$ cat src/hdl/tcrb_pkg.sv
// package for the timer2 capture/reload/baud block: register map, fields, constants
package tcrb_pkg;
  // register indices; byte address is four times the index
  localparam logic [7:0] TCRB_IDX_CONTROL = 8'hc8;
  localparam logic [7:0] TCRB_IDX_MODE = 8'hc9;
  localparam logic [7:0] TCRB_IDX_CAP_LOW = 8'hca;
  localparam logic [7:0] TCRB_IDX_CAP_HIGH = 8'hcb;
  localparam logic [7:0] TCRB_IDX_CNT_LOW = 8'hcc;
  localparam logic [7:0] TCRB_IDX_CNT_HIGH = 8'hcd;
  localparam logic [7:0] TCRB_IDX_AUX = 8'hd0;
  localparam logic [7:0] TCRB_IDX_IRQ_STATUS = 8'hd1;
  localparam logic [7:0] TCRB_IDX_IRQ_MASK = 8'hd2;
  localparam int TCRB_ADDR_W = 12;
  // mode register bit positions
  localparam int TCRB_MODE_CLR_BIT = 3;
  localparam int TCRB_MODE_DOWN_COUNT_ENABLE_BIT = 0;
  // aux register bit positions
  localparam int TCRB_AUX_RATE_BIT = 0;
  localparam int TCRB_AUX_IE_BIT = 1;
  // interrupt status bit positions
  localparam int TCRB_IRQ_OVF_BIT = 0;
  localparam int TCRB_IRQ_EXT_BIT = 1;
  // reset values
  localparam logic [7:0] TCRB_RST_BYTE = 8'h00;
  localparam logic [15:0] TCRB_RST_WORD = 16'h0000;
  // tick dividers in core clocks
  localparam logic [3:0] TCRB_DIV_SLOW = 4'hc;
  localparam logic [3:0] TCRB_DIV_FAST = 4'h4;
  localparam logic [3:0] TCRB_DIV_BAUD = 4'h2;
  // axi responses
  localparam logic [1:0] TCRB_RESP_OKAY = 2'h0;
  localparam logic [1:0] TCRB_RESP_SLVERR = 2'h2;
  // control register layout, msb first
  typedef struct packed {
    logic overflowFlag;
    logic externalEdgeFlag;
    logic rxBaudSelect;
    logic txBaudSelect;
    logic extTriggerEnable;
    logic runControl;
    logic counterSelect;
    logic captureReloadSelect;
  } tcrb_ctrl_t;
  // filtered pin sample
  typedef struct packed {
    logic level;
    logic fall;
  } tcrb_pin_t;
endpackage

$ cat src/hdl/tcrb_timer2.sv
// sixteen-bit timer2 with capture, auto-reload, up/down and baud generator, axi4-lite slave
//
// Overview of operation
// - overflow or down-count match sets flag, not baud
// - hardware never clears overflow flag; software may
// - edge or overflow sets external flag per mode
// - flag or edge raises enabled timer interrupt
// - receive time base selects timer1 or this overflow
// - transmit time base selects timer1 or this overflow
// - trigger edge captures or reloads unless baud or up/down mode
// - run control off stops counting; trigger edges still reload or clear the count
// - baud mode advances every two clocks
// - timer ticks internally or counts pin falling edges
// - baud mode auto-reloads on every overflow
// - reload mode reloads on up overflow, and on edge only with down enable clear
// - capture mode copies count on trigger edge
// - capture may clear count in the same cycle as it copies
// - down enable and pin set direction
// - capture registers receive and supply reload value
// - interrupt enable bit gates timer request
`timescale 1ns/1ps
`default_nettype none
module tcrb_timer2
  import tcrb_pkg::*;
(
  input wire logic sys_clk,
  input wire logic reset_n,
  input wire logic [TCRB_ADDR_W-1:0] s_axi_awaddr,
  input wire logic s_axi_awvalid,
  output logic s_axi_awready,
  input wire logic [31:0] s_axi_wdata,
  input wire logic [3:0] s_axi_wstrb,
  input wire logic s_axi_wvalid,
  output logic s_axi_wready,
  output logic [1:0] s_axi_bresp,
  output logic s_axi_bvalid,
  input wire logic s_axi_bready,
  input wire logic [TCRB_ADDR_W-1:0] s_axi_araddr,
  input wire logic s_axi_arvalid,
  output logic s_axi_arready,
  output logic [31:0] s_axi_rdata,
  output logic [1:0] s_axi_rresp,
  output logic s_axi_rvalid,
  input wire logic s_axi_rready,
  input wire logic extTriggerPin,
  input wire logic countInputPin,
  input wire logic timer1Overflow,
  output logic rxBaudClk,
  output logic txBaudClk,
  output logic timerIrqReq,
  output logic irqOut
);
  // register state
  tcrb_ctrl_t ctrl; // control register
  logic [7:0] modeReg; // mode register
  logic [15:0] capture; // capture / reload value
  logic [15:0] count; // live count
  logic [7:0] aux; // tick rate and interrupt enable
  logic [1:0] irqStatus; // sticky events
  logic [1:0] irqMask; // event mask
  // bus state
  logic [TCRB_ADDR_W-1:0] awAddr; // held write address
  logic awHeld; // write address taken
  logic [31:0] wData; // held write data
  logic [3:0] wStrb; // held write strobes
  logic wHeld; // write data taken
  // pin synchronisers
  logic [2:0] extSync; // trigger pin chain
  logic [2:0] cntSync; // count pin chain
  logic extLevel; // filtered trigger level
  logic cntLevel; // filtered count level
  tcrb_pin_t extPin; // trigger level and fall
  tcrb_pin_t cntPin; // count level and fall
  // prescaler
  logic [3:0] divCnt; // core clock divider
  logic [3:0] divLimit; // current divide ratio
  logic divTick; // one-cycle enable from divider
  // decoded behaviour
  logic baudMode; // either baud select set
  logic upDown; // up/down auto-reload mode
  logic countUp; // present direction
  logic advance; // count moves this cycle
  logic ovfEvent; // overflow or down match
  logic edgeEvent; // accepted trigger edge
  logic captureEvent; // capture on edge
  logic reloadEdge; // reload on edge
  logic ovfSet; // hardware sets overflow flag
  logic extSet; // hardware sets external flag
  logic [15:0] next_count; // count after this cycle
  logic doWrite; // write performed this cycle
  logic [7:0] wrIdx; // write register index
  logic [7:0] wrByte; // write data byte
  logic wrOk; // write hits a register
  logic [7:0] rdIdx; // read register index
  logic [7:0] rdByte; // read data byte
  logic rdOk; // read hits a register

  // three-flop chains on the two pins
  always_ff @(posedge sys_clk or negedge reset_n) begin
    if (!reset_n) begin
      extSync <= 3'h7;
      cntSync <= 3'h7;
    end else begin
      extSync <= {extSync[1:0], extTriggerPin};
      cntSync <= {cntSync[1:0], countInputPin};
    end
  end

  // filtered levels change once stages two and three agree
  always_ff @(posedge sys_clk or negedge reset_n) begin
    if (!reset_n) begin
      extLevel <= 1'b1;
      cntLevel <= 1'b1;
    end else begin
      if (extSync[1] == extSync[2]) extLevel <= extSync[2];
      if (cntSync[1] == cntSync[2]) cntLevel <= cntSync[2];
    end
  end

  // falling edges as filtered level drops
  always_comb begin
    extPin.level = extLevel;
    extPin.fall = extLevel && (extSync[1] == extSync[2]) && !extSync[2];
    cntPin.level = cntLevel;
    cntPin.fall = cntLevel && (cntSync[1] == cntSync[2]) && !cntSync[2];
  end

  // divide ratio: baud fixed at two, else tick rate select
  always_comb begin
    if (baudMode) begin
      divLimit = TCRB_DIV_BAUD;
    end else if (aux[TCRB_AUX_RATE_BIT]) begin
      divLimit = TCRB_DIV_FAST;
    end else begin
      divLimit = TCRB_DIV_SLOW;
    end
  end

  // prescaler produces a one-cycle enable
  always_ff @(posedge sys_clk or negedge reset_n) begin
    if (!reset_n) begin
      divCnt <= 4'h0;
    end else if (divTick || !ctrl.runControl) begin
      divCnt <= 4'h0;
    end else begin
      divCnt <= divCnt + 4'h1;
    end
  end
  assign divTick = (divCnt >= divLimit - 4'h1);

  // mode decode and counting events
  always_comb begin
    baudMode = ctrl.rxBaudSelect || ctrl.txBaudSelect;
    upDown = modeReg[TCRB_MODE_DOWN_COUNT_ENABLE_BIT] && !ctrl.captureReloadSelect && !baudMode;
    countUp = !upDown || extPin.level;
    // baud ignores counter select; otherwise pick source
    if (!ctrl.runControl) begin
      advance = 1'b0;
    end else if (baudMode) begin
      advance = divTick;
    end else if (ctrl.counterSelect) begin
      advance = cntPin.fall;
    end else begin
      advance = divTick;
    end
    ovfEvent = advance && (countUp ? (count == 16'hffff) : (count == capture));
    edgeEvent = ctrl.extTriggerEnable && !baudMode && extPin.fall;
    captureEvent = edgeEvent && ctrl.captureReloadSelect;
    reloadEdge = edgeEvent && !ctrl.captureReloadSelect && !upDown;
    ovfSet = ovfEvent && !baudMode;
    extSet = captureEvent || reloadEdge || (ovfEvent && upDown);
  end

  // next count value
  always_comb begin
    next_count = count;
    if (captureEvent && modeReg[TCRB_MODE_CLR_BIT]) begin
      next_count = TCRB_RST_WORD;
    end else if (reloadEdge) begin
      next_count = capture;
    end else if (ovfEvent) begin
      if (!countUp) begin
        next_count = 16'hffff;
      end else if (baudMode || !ctrl.captureReloadSelect) begin
        next_count = capture;
      end else begin
        next_count = TCRB_RST_WORD;
      end
    end else if (advance) begin
      next_count = countUp ? count + 16'h0001 : count - 16'h0001;
    end
  end

  // write decode
  always_comb begin
    wrIdx = awAddr[9:2];
    wrByte = wData[7:0];
    wrOk = (awAddr[1:0] == 2'h0) && (awAddr[TCRB_ADDR_W-1:10] == '0) &&
           ((wrIdx >= TCRB_IDX_CONTROL && wrIdx <= TCRB_IDX_CNT_HIGH) ||
            (wrIdx >= TCRB_IDX_AUX && wrIdx <= TCRB_IDX_IRQ_MASK));
    // refused addresses never reach a register, even if the index aliases one
    doWrite = awHeld && wHeld && !s_axi_bvalid && wStrb[0] && wrOk;
  end

  // control register; flags set by hardware win over a software clear
  always_ff @(posedge sys_clk or negedge reset_n) begin
    if (!reset_n) begin
      ctrl <= tcrb_ctrl_t'(TCRB_RST_BYTE);
    end else begin
      if (doWrite && wrIdx == TCRB_IDX_CONTROL) begin
        ctrl <= tcrb_ctrl_t'(wrByte);
      end
      if (ovfSet) ctrl.overflowFlag <= 1'b1;
      if (extSet) ctrl.externalEdgeFlag <= 1'b1;
    end
  end

  // mode and aux registers
  always_ff @(posedge sys_clk or negedge reset_n) begin
    if (!reset_n) begin
      modeReg <= TCRB_RST_BYTE;
      aux <= TCRB_RST_BYTE;
    end else if (doWrite) begin
      if (wrIdx == TCRB_IDX_MODE) modeReg <= wrByte;
      if (wrIdx == TCRB_IDX_AUX) aux <= wrByte;
    end
  end

  // capture registers: copy on capture, software writes otherwise
  always_ff @(posedge sys_clk or negedge reset_n) begin
    if (!reset_n) begin
      capture <= TCRB_RST_WORD;
    end else if (captureEvent) begin
      capture <= count;
    end else if (doWrite) begin
      if (wrIdx == TCRB_IDX_CAP_LOW) capture[7:0] <= wrByte;
      if (wrIdx == TCRB_IDX_CAP_HIGH) capture[15:8] <= wrByte;
    end
  end

  // count; a software write to a byte wins over counting
  always_ff @(posedge sys_clk or negedge reset_n) begin
    if (!reset_n) begin
      count <= TCRB_RST_WORD;
    end else if (doWrite && wrIdx == TCRB_IDX_CNT_LOW) begin
      count[7:0] <= wrByte;
    end else if (doWrite && wrIdx == TCRB_IDX_CNT_HIGH) begin
      count[15:8] <= wrByte;
    end else begin
      count <= next_count;
    end
  end

  // sticky interrupt status, write one to clear, set wins
  always_ff @(posedge sys_clk or negedge reset_n) begin
    if (!reset_n) begin
      irqStatus <= 2'h0;
      irqMask <= 2'h0;
    end else begin
      if (doWrite && wrIdx == TCRB_IDX_IRQ_MASK) irqMask <= wrByte[1:0];
      if (doWrite && wrIdx == TCRB_IDX_IRQ_STATUS) irqStatus <= irqStatus & ~wrByte[1:0];
      if (ovfSet) irqStatus[TCRB_IRQ_OVF_BIT] <= 1'b1;
      if (extSet) irqStatus[TCRB_IRQ_EXT_BIT] <= 1'b1;
    end
  end

  // interrupt and baud outputs, all registered
  always_ff @(posedge sys_clk or negedge reset_n) begin
    if (!reset_n) begin
      timerIrqReq <= 1'b0;
      irqOut <= 1'b0;
      rxBaudClk <= 1'b0;
      txBaudClk <= 1'b0;
    end else begin
      timerIrqReq <= aux[TCRB_AUX_IE_BIT] && (ctrl.overflowFlag || ctrl.externalEdgeFlag);
      irqOut <= |(irqStatus & irqMask);
      rxBaudClk <= ctrl.rxBaudSelect ? ovfEvent : timer1Overflow;
      txBaudClk <= ctrl.txBaudSelect ? ovfEvent : timer1Overflow;
    end
  end

  // axi write channel: hold address and data, answer after both
  always_ff @(posedge sys_clk or negedge reset_n) begin
    if (!reset_n) begin
      awHeld <= 1'b0;
      wHeld <= 1'b0;
      awAddr <= '0;
      wData <= 32'h0;
      wStrb <= 4'h0;
      s_axi_awready <= 1'b0;
      s_axi_wready <= 1'b0;
      s_axi_bvalid <= 1'b0;
      s_axi_bresp <= TCRB_RESP_OKAY;
    end else begin
      s_axi_awready <= !awHeld && !(s_axi_awvalid && s_axi_awready);
      s_axi_wready <= !wHeld && !(s_axi_wvalid && s_axi_wready);
      // address taken
      if (s_axi_awvalid && s_axi_awready) begin
        awHeld <= 1'b1;
        awAddr <= s_axi_awaddr;
      end
      // data taken
      if (s_axi_wvalid && s_axi_wready) begin
        wHeld <= 1'b1;
        wData <= s_axi_wdata;
        wStrb <= s_axi_wstrb;
      end
      // both held: perform and respond
      if (awHeld && wHeld && !s_axi_bvalid) begin
        s_axi_bvalid <= 1'b1;
        s_axi_bresp <= wrOk ? TCRB_RESP_OKAY : TCRB_RESP_SLVERR;
      end
      // response accepted: release for next write
      if (s_axi_bvalid && s_axi_bready) begin
        s_axi_bvalid <= 1'b0;
        awHeld <= 1'b0;
        wHeld <= 1'b0;
      end
    end
  end

  // read mux
  always_comb begin
    rdIdx = s_axi_araddr[9:2];
    rdOk = (s_axi_araddr[1:0] == 2'h0) && (s_axi_araddr[TCRB_ADDR_W-1:10] == '0);
    case (rdIdx)
      TCRB_IDX_CONTROL: rdByte = ctrl;
      TCRB_IDX_MODE: rdByte = modeReg;
      TCRB_IDX_CAP_LOW: rdByte = capture[7:0];
      TCRB_IDX_CAP_HIGH: rdByte = capture[15:8];
      TCRB_IDX_CNT_LOW: rdByte = count[7:0];
      TCRB_IDX_CNT_HIGH: rdByte = count[15:8];
      TCRB_IDX_AUX: rdByte = aux;
      TCRB_IDX_IRQ_STATUS: rdByte = {6'h00, irqStatus};
      TCRB_IDX_IRQ_MASK: rdByte = {6'h00, irqMask};
      default: begin
        rdByte = 8'h00;
        rdOk = 1'b0;
      end
    endcase
  end

  // axi read channel: answer one cycle after the address is taken
  always_ff @(posedge sys_clk or negedge reset_n) begin
    if (!reset_n) begin
      s_axi_arready <= 1'b0;
      s_axi_rvalid <= 1'b0;
      s_axi_rdata <= 32'h0;
      s_axi_rresp <= TCRB_RESP_OKAY;
    end else if (s_axi_arvalid && s_axi_arready) begin
      s_axi_arready <= 1'b0;
      s_axi_rvalid <= 1'b1;
      s_axi_rdata <= {24'h000000, rdByte};
      s_axi_rresp <= rdOk ? TCRB_RESP_OKAY : TCRB_RESP_SLVERR;
    end else if (s_axi_rvalid && s_axi_rready) begin
      s_axi_rvalid <= 1'b0;
    end else begin
      s_axi_arready <= !s_axi_rvalid;
    end
  end
endmodule // tcrb_timer2
`default_nettype wire

$ cat config.mk
export PLATFORM = sky130hd
export DESIGN_NAME = tcrb_timer2
export DESIGN_NICKNAME = d
export VERILOG_FILES = /design/src/hdl/tcrb_pkg.sv /design/src/hdl/tcrb_timer2.sv
export SDC_FILE = /design/constraint.sdc
export NUM_CORES = 1
export LEC_CHECK = 0
export ABC_AREA = 1
export BUFFER_PORTS_ARGS = -buffer_cell sky130_fd_sc_hd__buf_2
export CAP_MARGIN = 20
export CORE_ASPECT_RATIO = 0.8
export CORE_UTILIZATION = 26
export CTS_CLUSTER_SIZE = 28
export DETAILED_ROUTE_END_ITERATION = 12
export SYNTH_ARGS = -nofsm -noshare
export SYNTH_HDL_FRONTEND = slang
export SYNTH_SLANG_ARGS = --single-unit
$ cat constraint.sdc
create_clock -name sys_clk -period 2.4 [get_ports sys_clk]
set_input_delay 0.12 -clock sys_clk [delete_from_list [all_inputs] [get_ports sys_clk]]
set_output_delay 0.12 -clock sys_clk [all_outputs]
set_load 0.02 [all_outputs]
==> results of run 1 <==
worst register-to-register path, stage by stage (launching register included):
cell,delay (ns)
dfrtp_1,0.39
inv_2,0.08
nand2_4,0.06
or2_4,0.23
ha_4,0.26
nand2_2,0.05
nand2_2,0.05
a21oi_2,0.03
nor2_2,0.14
buf_6,0.13
nand2_4,0.06
nor2_4,0.14
nand3_4,0.13
buf_12,0.16
nor2_4,0.13
o21ai_1,0.08
nand2_1,0.06
nand2_1,0.04
nand3_1,0.08
nand2_1,0.05
final cells by class:
| type | instances | area, µm² |
|---|---|---|
| multi-input combinational | 763 | 4050 |
| tap | 364 | 455 |
| clock buffer | 17 | 425 |
| inverter | 120 | 450 |
| timing repair buffer | 211 | 1630 |
| fill | 2875 | 17400 |
| clock inverter | 15 | 135 |
| sequential | 114 | 2860 |
synth_stat cells (6+ instances only):
cell      instances
o22ai_1          18
a41oi_1          10
dfstp_2           8
o21ai_0          46
buf_6             6
buf_4            28
xor2_1           13
nor2_4            7
dfrtp_1         106
nor3_1           11
nor2_2            6
nor2_1           96
nand3_1          63
inv_1           107
nand4_1          14
clkbuf_1         12
o21ai_1          29
clkinv_1          6
a21oi_1          23
o221ai_1         16
nand2_1         333
inv_2             7
a221oi_1          8
per-stage QoR:
| step | hold WS (ns) | TNS (ns) | cell area [µm²] | total power, mW | setup WS, ns |
|---|---|---|---|---|---|
| floorplan | -0.176 | 0 | 7370 | 2.99 | 0.0382 |
| global placement | 0.0552 | -2.73 | 8540 | 3.42 | -0.182 |
| detailed placement | 0.0511 | -3.50 | 8540 | 3.44 | -0.238 |
| CTS | 0.160 | -2.68 | 9760 | 5.94 | -0.182 |
| global route | 0.172 | -3.82 | 10000 | 6.23 | -0.250 |
| finish | 0.151 | -0.856 | 10000 | 5.94 | -0.0884 |
worst paths after layout:
check / end / slack [ns] / cells past startpoint
worst min register to register: cntSync[1] / 0.36 / 0
worst max register to register: count[3] / -0.09 / 19
worst min-delay path: s_axi_arready / 0.15 / 2
worst max-delay path: count[3] / -0.09 / 19
min in group sys_clk: awAddr[1] / 0.18 / 4
max in group asynchronous: extSync[2] / 1.56 / 3
kinds of logic (layout without fill, tap and decap cells):
group / Yosys count / in the layout / synth area share (%)
xor+xnor: 15 / 15 / 1.81
other cells: 1 / 26 / 0.0515
simple gates: 553 / 553 / 32.8
flops: 114 / 114 / 39.3
compound gates: 165 / 165 / 14.3
fa+ha+maj: 4 / 4 / 0.688
buf+inv: 171 / 363 / 11.0
cell usage in the layout, fill, tap and decap left out, types with 13 or more instances in the layout:
| master | Yosys | final |
|---|---|---|
| a21oi_1 | 23 | 20 |
| buf_2 | 5 | 60 |
| buf_4 | 28 | 106 |
| clkbuf_16 | 0 | 17 |
| conb_1 | 1 | 26 |
| dfrtp_1 | 106 | 106 |
| dlygate4sd3_1 | 0 | 29 |
| inv_1 | 107 | 103 |
| nand2_1 | 333 | 314 |
| nand2_2 | 4 | 19 |
| nand3_1 | 63 | 49 |
| nand3_2 | 2 | 14 |
| nand4_1 | 14 | 14 |
| nor2_1 | 96 | 90 |
| nor2_4 | 7 | 13 |
| o21ai_0 | 46 | 40 |
| o21ai_1 | 29 | 28 |
| o221ai_1 | 16 | 16 |
| o22ai_1 | 18 | 18 |
routing by layer:
metal | wire (µm) | vias up
met5 | 0 | -
met4 | 287 | 0
met3 | 2530 | 33
met2 | 10400 | 337
met1 | 12900 | 3666
li1 | - | 3723
sequential cells by signal, indices dropped and copies added (netlist names), 3 cells and up:
name and count:
s_axi_rdata 8, modeReg 8, wData 8, capture 16, ctrl 8, aux 8, divCnt 4, cntSync 3
extSync 3, awAddr 12, count 16
where the power goes:
| group | leakage [nW] | internal [mW] | switching (mW) |
|---|---|---|---|
| clock | 0.268 | 1.36 | 1.10 |
| combinational | 2.99 | 0.293 | 0.817 |
| sequential | 1.50 | 2.17 | 0.192 |
repair_timing:
item / in CTS / in global routing
gates cloned: 2 / 0
buffers inserted: 21 / 9
pin swaps: 26 / 27
setup endpoints to repair: 22 / 23
resized for setup: 45 / 55
hold endpoints to repair: 95 / 0
hold buffers: 29 / 0
==> out/qor.csv, run 1 <==
metric;value;unit
met1 GRT Util;28.4;%
die width;189;µm
Critical Path AT;2.81;ns
startpoint types;flop;
Worst VDD drop;0.498;mV
final core occ;36.6;%
CORE AREA;27400;µm²
Cell Area, Synth;7280;µm²
HP Class;input pin to asynchronous set/reset pin;
Mapped Cells;1023;
Top Ports;115;
gpl congestion;1.02;
drt via density;4.84;
row count;54;
CP max FO;4;
total global routing overflow;0;
final worst path period share;104;%
vias in the first global route;7163;
CP Capture Type;flop;
CTS tree;yes;
drt first pass iters;5;
cell repeated most along the worst path;nand2_1;
CP Cell Sequence;inv_2, nand2_4, or2_4, ha_4, nand2_2, nand2_2, a21oi_2, nor2_2, buf_6, nand2_4, nor2_4, nand3_4, buf_12, nor2_4, o21ai_1, nand2_1, nand2_1, nand3_1, nand2_1;
first-pass GRT wire length;40800;µm
Max H-tree Level;4;
placed cell count;1516;
pin count of the biggest net entering global routing;44;
# DRC;0;
met3 Track Usage GR;4.88;%
status;finished with violations;
layout cells sized above 1;26.2;%
Post-synth EDFFs;0;
GR peak layer;met1;
RSZ-0062 raised after global routing;yes;
NumNets Final;1301;
cell family with most CP delay;simple AND/OR/NAND/NOR gates;
n_diodes;0;
Seq/Total Area, Yosys;39.3;%
Die H;152;µm
WP buf/inv;3;
largest area contributor in the netlist;dfrtp_1;
pwr dens;593;nW/µm²
Slew Limit Headroom;59.0;%
met2 Use GR;26.4;%
CP startpoint;ctrl[4];
ANT nets after route;0;
WL/cell;16.3;µm
clock tree buffer depth;2;
Worst path max stage delay;0.39;ns
worst path required time;2.72;ns
max cap viols;0;
synth unique cells;47;
number of CTS-inserted buffers;17;
FF-to-FF Start;ctrl[4];
initial core utilization;26.6;%
worst-margin pin slew;0.615;ns
Area contributors post-synth;dfrtp_1 (36%), nand2_1 (17%), inv_1 (5.5%);
# clock sinks;114;
initial antenna violation count;0;
fin. max-slew vios;0;
top_reg_cell synth;dfrtp_1;
Synth Register Bits;114;
f_max;402;MHz
Min Clock Period, post-route;2.49;ns
Die ar.;28700;µm²
register clock-pin slew on the reported worst setup and hold paths;0.06;ns
DP HPWL;19800;µm
Area Overhead vs Synth;37.5;%
Yosys top cell area share;36.4;%
leakage;4.76;nW
Final Hold Fails;0;
Clock Root Buffer;clkbuf_16;
WS Path Type;flop to flop;
total detailed-routing wirelength;26100;µm
Final Skew;0.00827;ns
failing checks;setup timing;
total track usage;18.9;%
Final Setup Violations;18;
asr flop ratio synth;100;%
clock latency on the worst-skew pair;0.43;ns
slowest CP cell;dfrtp_1;
Worst Slack Setup Final;-0.0884;ns
Synth warnings;0;
Final Non-Filler Cells;1604;
IO Port Bufs;61;
Synth Area per Inst;7.11;µm²
Vias;7759;
initial drt markers;749;
(Power assumes the default switching activity.)
==> run 2, diff against run 1 <==
- CTS_BUF_LIST: not set -> sky130_fd_sc_hd__clkbuf_8
- HOLD_SLACK_MARGIN: not set -> 0.03
==> out/qor.csv, run 2 (synthesis results as in run 1) <==
metric;value;unit
status;finished with violations;
failing checks;setup timing;
Final Skew;0.0102;ns
pin count of the biggest net entering global routing;44;
vias in the first global route;7166;
Hold WS;0.123;ns
total track usage;19.0;%
NumNets Final;1305;
Area Overhead vs Synth;38.3;%
most frequent cells in the layout;nand2_1 (310), dfrtp_1 (106), buf_4 (104), inv_1 (102), nor2_1 (88);
placed cell count;1516;
pwr dens;517;nW/µm²
Critical Path AT;2.97;ns
Die H;152;µm
total detailed-routing wirelength;26800;µm
gpl congestion;1.02;
largest registers;capture (16), count (16), awAddr (12);
n_diodes;0;
drt via density;4.87;
ANT nets after route;0;
CP Capture Type;flop;
Final Non-Filler Cells;1608;
Vias;7825;
fin. max-slew vios;0;
total global routing overflow;0;
Top Ports;115;
startpoint types;flop;
register clock-pin slew on the reported worst setup and hold paths;0.08;ns
die width;189;µm
f_max;387;MHz
IO Port Bufs;61;
CP max FO;6;
Slew Limit Headroom;59.9;%
WL/cell;16.7;µm
fill count;2858;
layout cells sized above 1;28.3;%
worst-margin pin slew;0.601;ns
HP Class;input pin to asynchronous set/reset pin;
Final Hold Fails;0;
Die ar.;28700;µm²
R2R depth;16;
clock latency on the worst-skew pair;0.45;ns
initial drt markers;768;
Worst Slack Setup Final;-0.184;ns
final worst path period share;108;%
number of CTS-inserted buffers;17;
CORE AREA;27400;µm²
CTS tree;yes;
Min Clock Period, post-route;2.58;ns
commonest non-fill, non-tap cell in the layout;nand2_1;
Final Setup Violations;22;
drt first pass iters;5;
Max H-tree Level;4;
worst path required time;2.78;ns
Clock Root Buffer;clkbuf_8;
first-pass GRT wire length;41100;µm
max cap viols;0;
Worst VDD drop;0.419;mV
leakage;4.78;nW
row count;54;
# DRC;0;
# clock sinks;114;
RSZ-0062 raised after global routing;yes;
initial antenna violation count;0;
WS Path Type;flop to flop;
initial core utilization;26.6;%
clock tree buffer depth;2;
DP HPWL;19800;µm
[run 2: cell count changes in the layout (fill, tap and decap cells not counted), moves of 5 or more]
cell / previous run / this run
clkbuf_8: 0 / 17
nand3_2: 14 / 21
a21oi_1: 20 / 15
clkbuf_16: 17 / 2
nand3_1: 49 / 40
a21oi_2: 3 / 8
[run 2: power by group]
part / internal, mW / total [mW] / switching [mW] / leakage (nW)
Clock: 0.757 / 1.74 / 0.981 / 0.181
Combinational: 0.295 / 1.11 / 0.811 / 3.09
Sequential: 2.17 / 2.36 / 0.193 / 1.50
[run 2: cell type report]
cell class / instances / area [µm²] / share of cell area [%]
multi-input cells: 763 / 4180 / 41.5
flip-flops and latches: 114 / 2860 / 28.5
repair buffers: 215 / 1750 / 17.4
well taps: 364 / 455 / 4.53
inverters: 120 / 450 / 4.48
clock buffers: 17 / 234 / 2.33
clock inverters: 15 / 135 / 1.34
[run 2: worst paths after layout]
kind | start | end | slack [ns]
worst max-delay path | ctrl[4] | count[9] | -0.18
worst min-delay path | reset_n | s_axi_arready | 0.12
worst max register to register | ctrl[4] | count[9] | -0.18
worst min register to register | cntSync[0] | cntSync[1] | 0.36
max in group asynchronous | reset_n | extSync[2] | 1.59
min in group sys_clk | s_axi_awvalid | awAddr[1] | 0.15
[run 2: critical path, cell delays in order, from the launching register on]
cell	delay, ns
dfrtp_1	0.41
buf_6	0.13
nor2_4	0.18
nand3_4	0.20
buf_12	0.22
o21ai_4	0.16
nand2_1	0.07
nor2_1	0.14
nand2_1	0.12
nor2_4	0.12
nand3_4	0.18
buf_12	0.21
nand3_4	0.08
nand2_2	0.05
nand2_1	0.05
nand2_1	0.05
a21oi_1	0.13
[run 2: per-layer routing]
metal	track usage (%)	share of wire, %
met1	28.6	49
met3	5.48	9.9
met5	0	0.35
met4	4.23	1.3
met2	26.4	40
[run 2: what timing repair did]
action	CTS	global route
endpoints found under the hold margin	141	0
gates cloned	4	2
pin swaps	33	48
resized for setup	75	59
hold buffers	29	0
buffers inserted	24	7
endpoints found under the setup margin	22	23
[run 2: stage by stage]
stage | worst slack [ns] | power [mW] | util, % | TNS [ns] | cell area (µm²)
final | -0.184 | 5.20 | 36.8 | -2.39 | 10100
after global routing | -0.326 | 5.52 | 36.8 | -5.37 | 10100
after CTS | -0.170 | 5.22 | 35.6 | -2.44 | 9730
after detailed placement | -0.238 | 3.44 | 31.2 | -3.50 | 8540
after global placement | -0.182 | 3.42 | 31.2 | -2.73 | 8540
after floorplan | 0.0382 | 2.99 | - | 0 | 7370
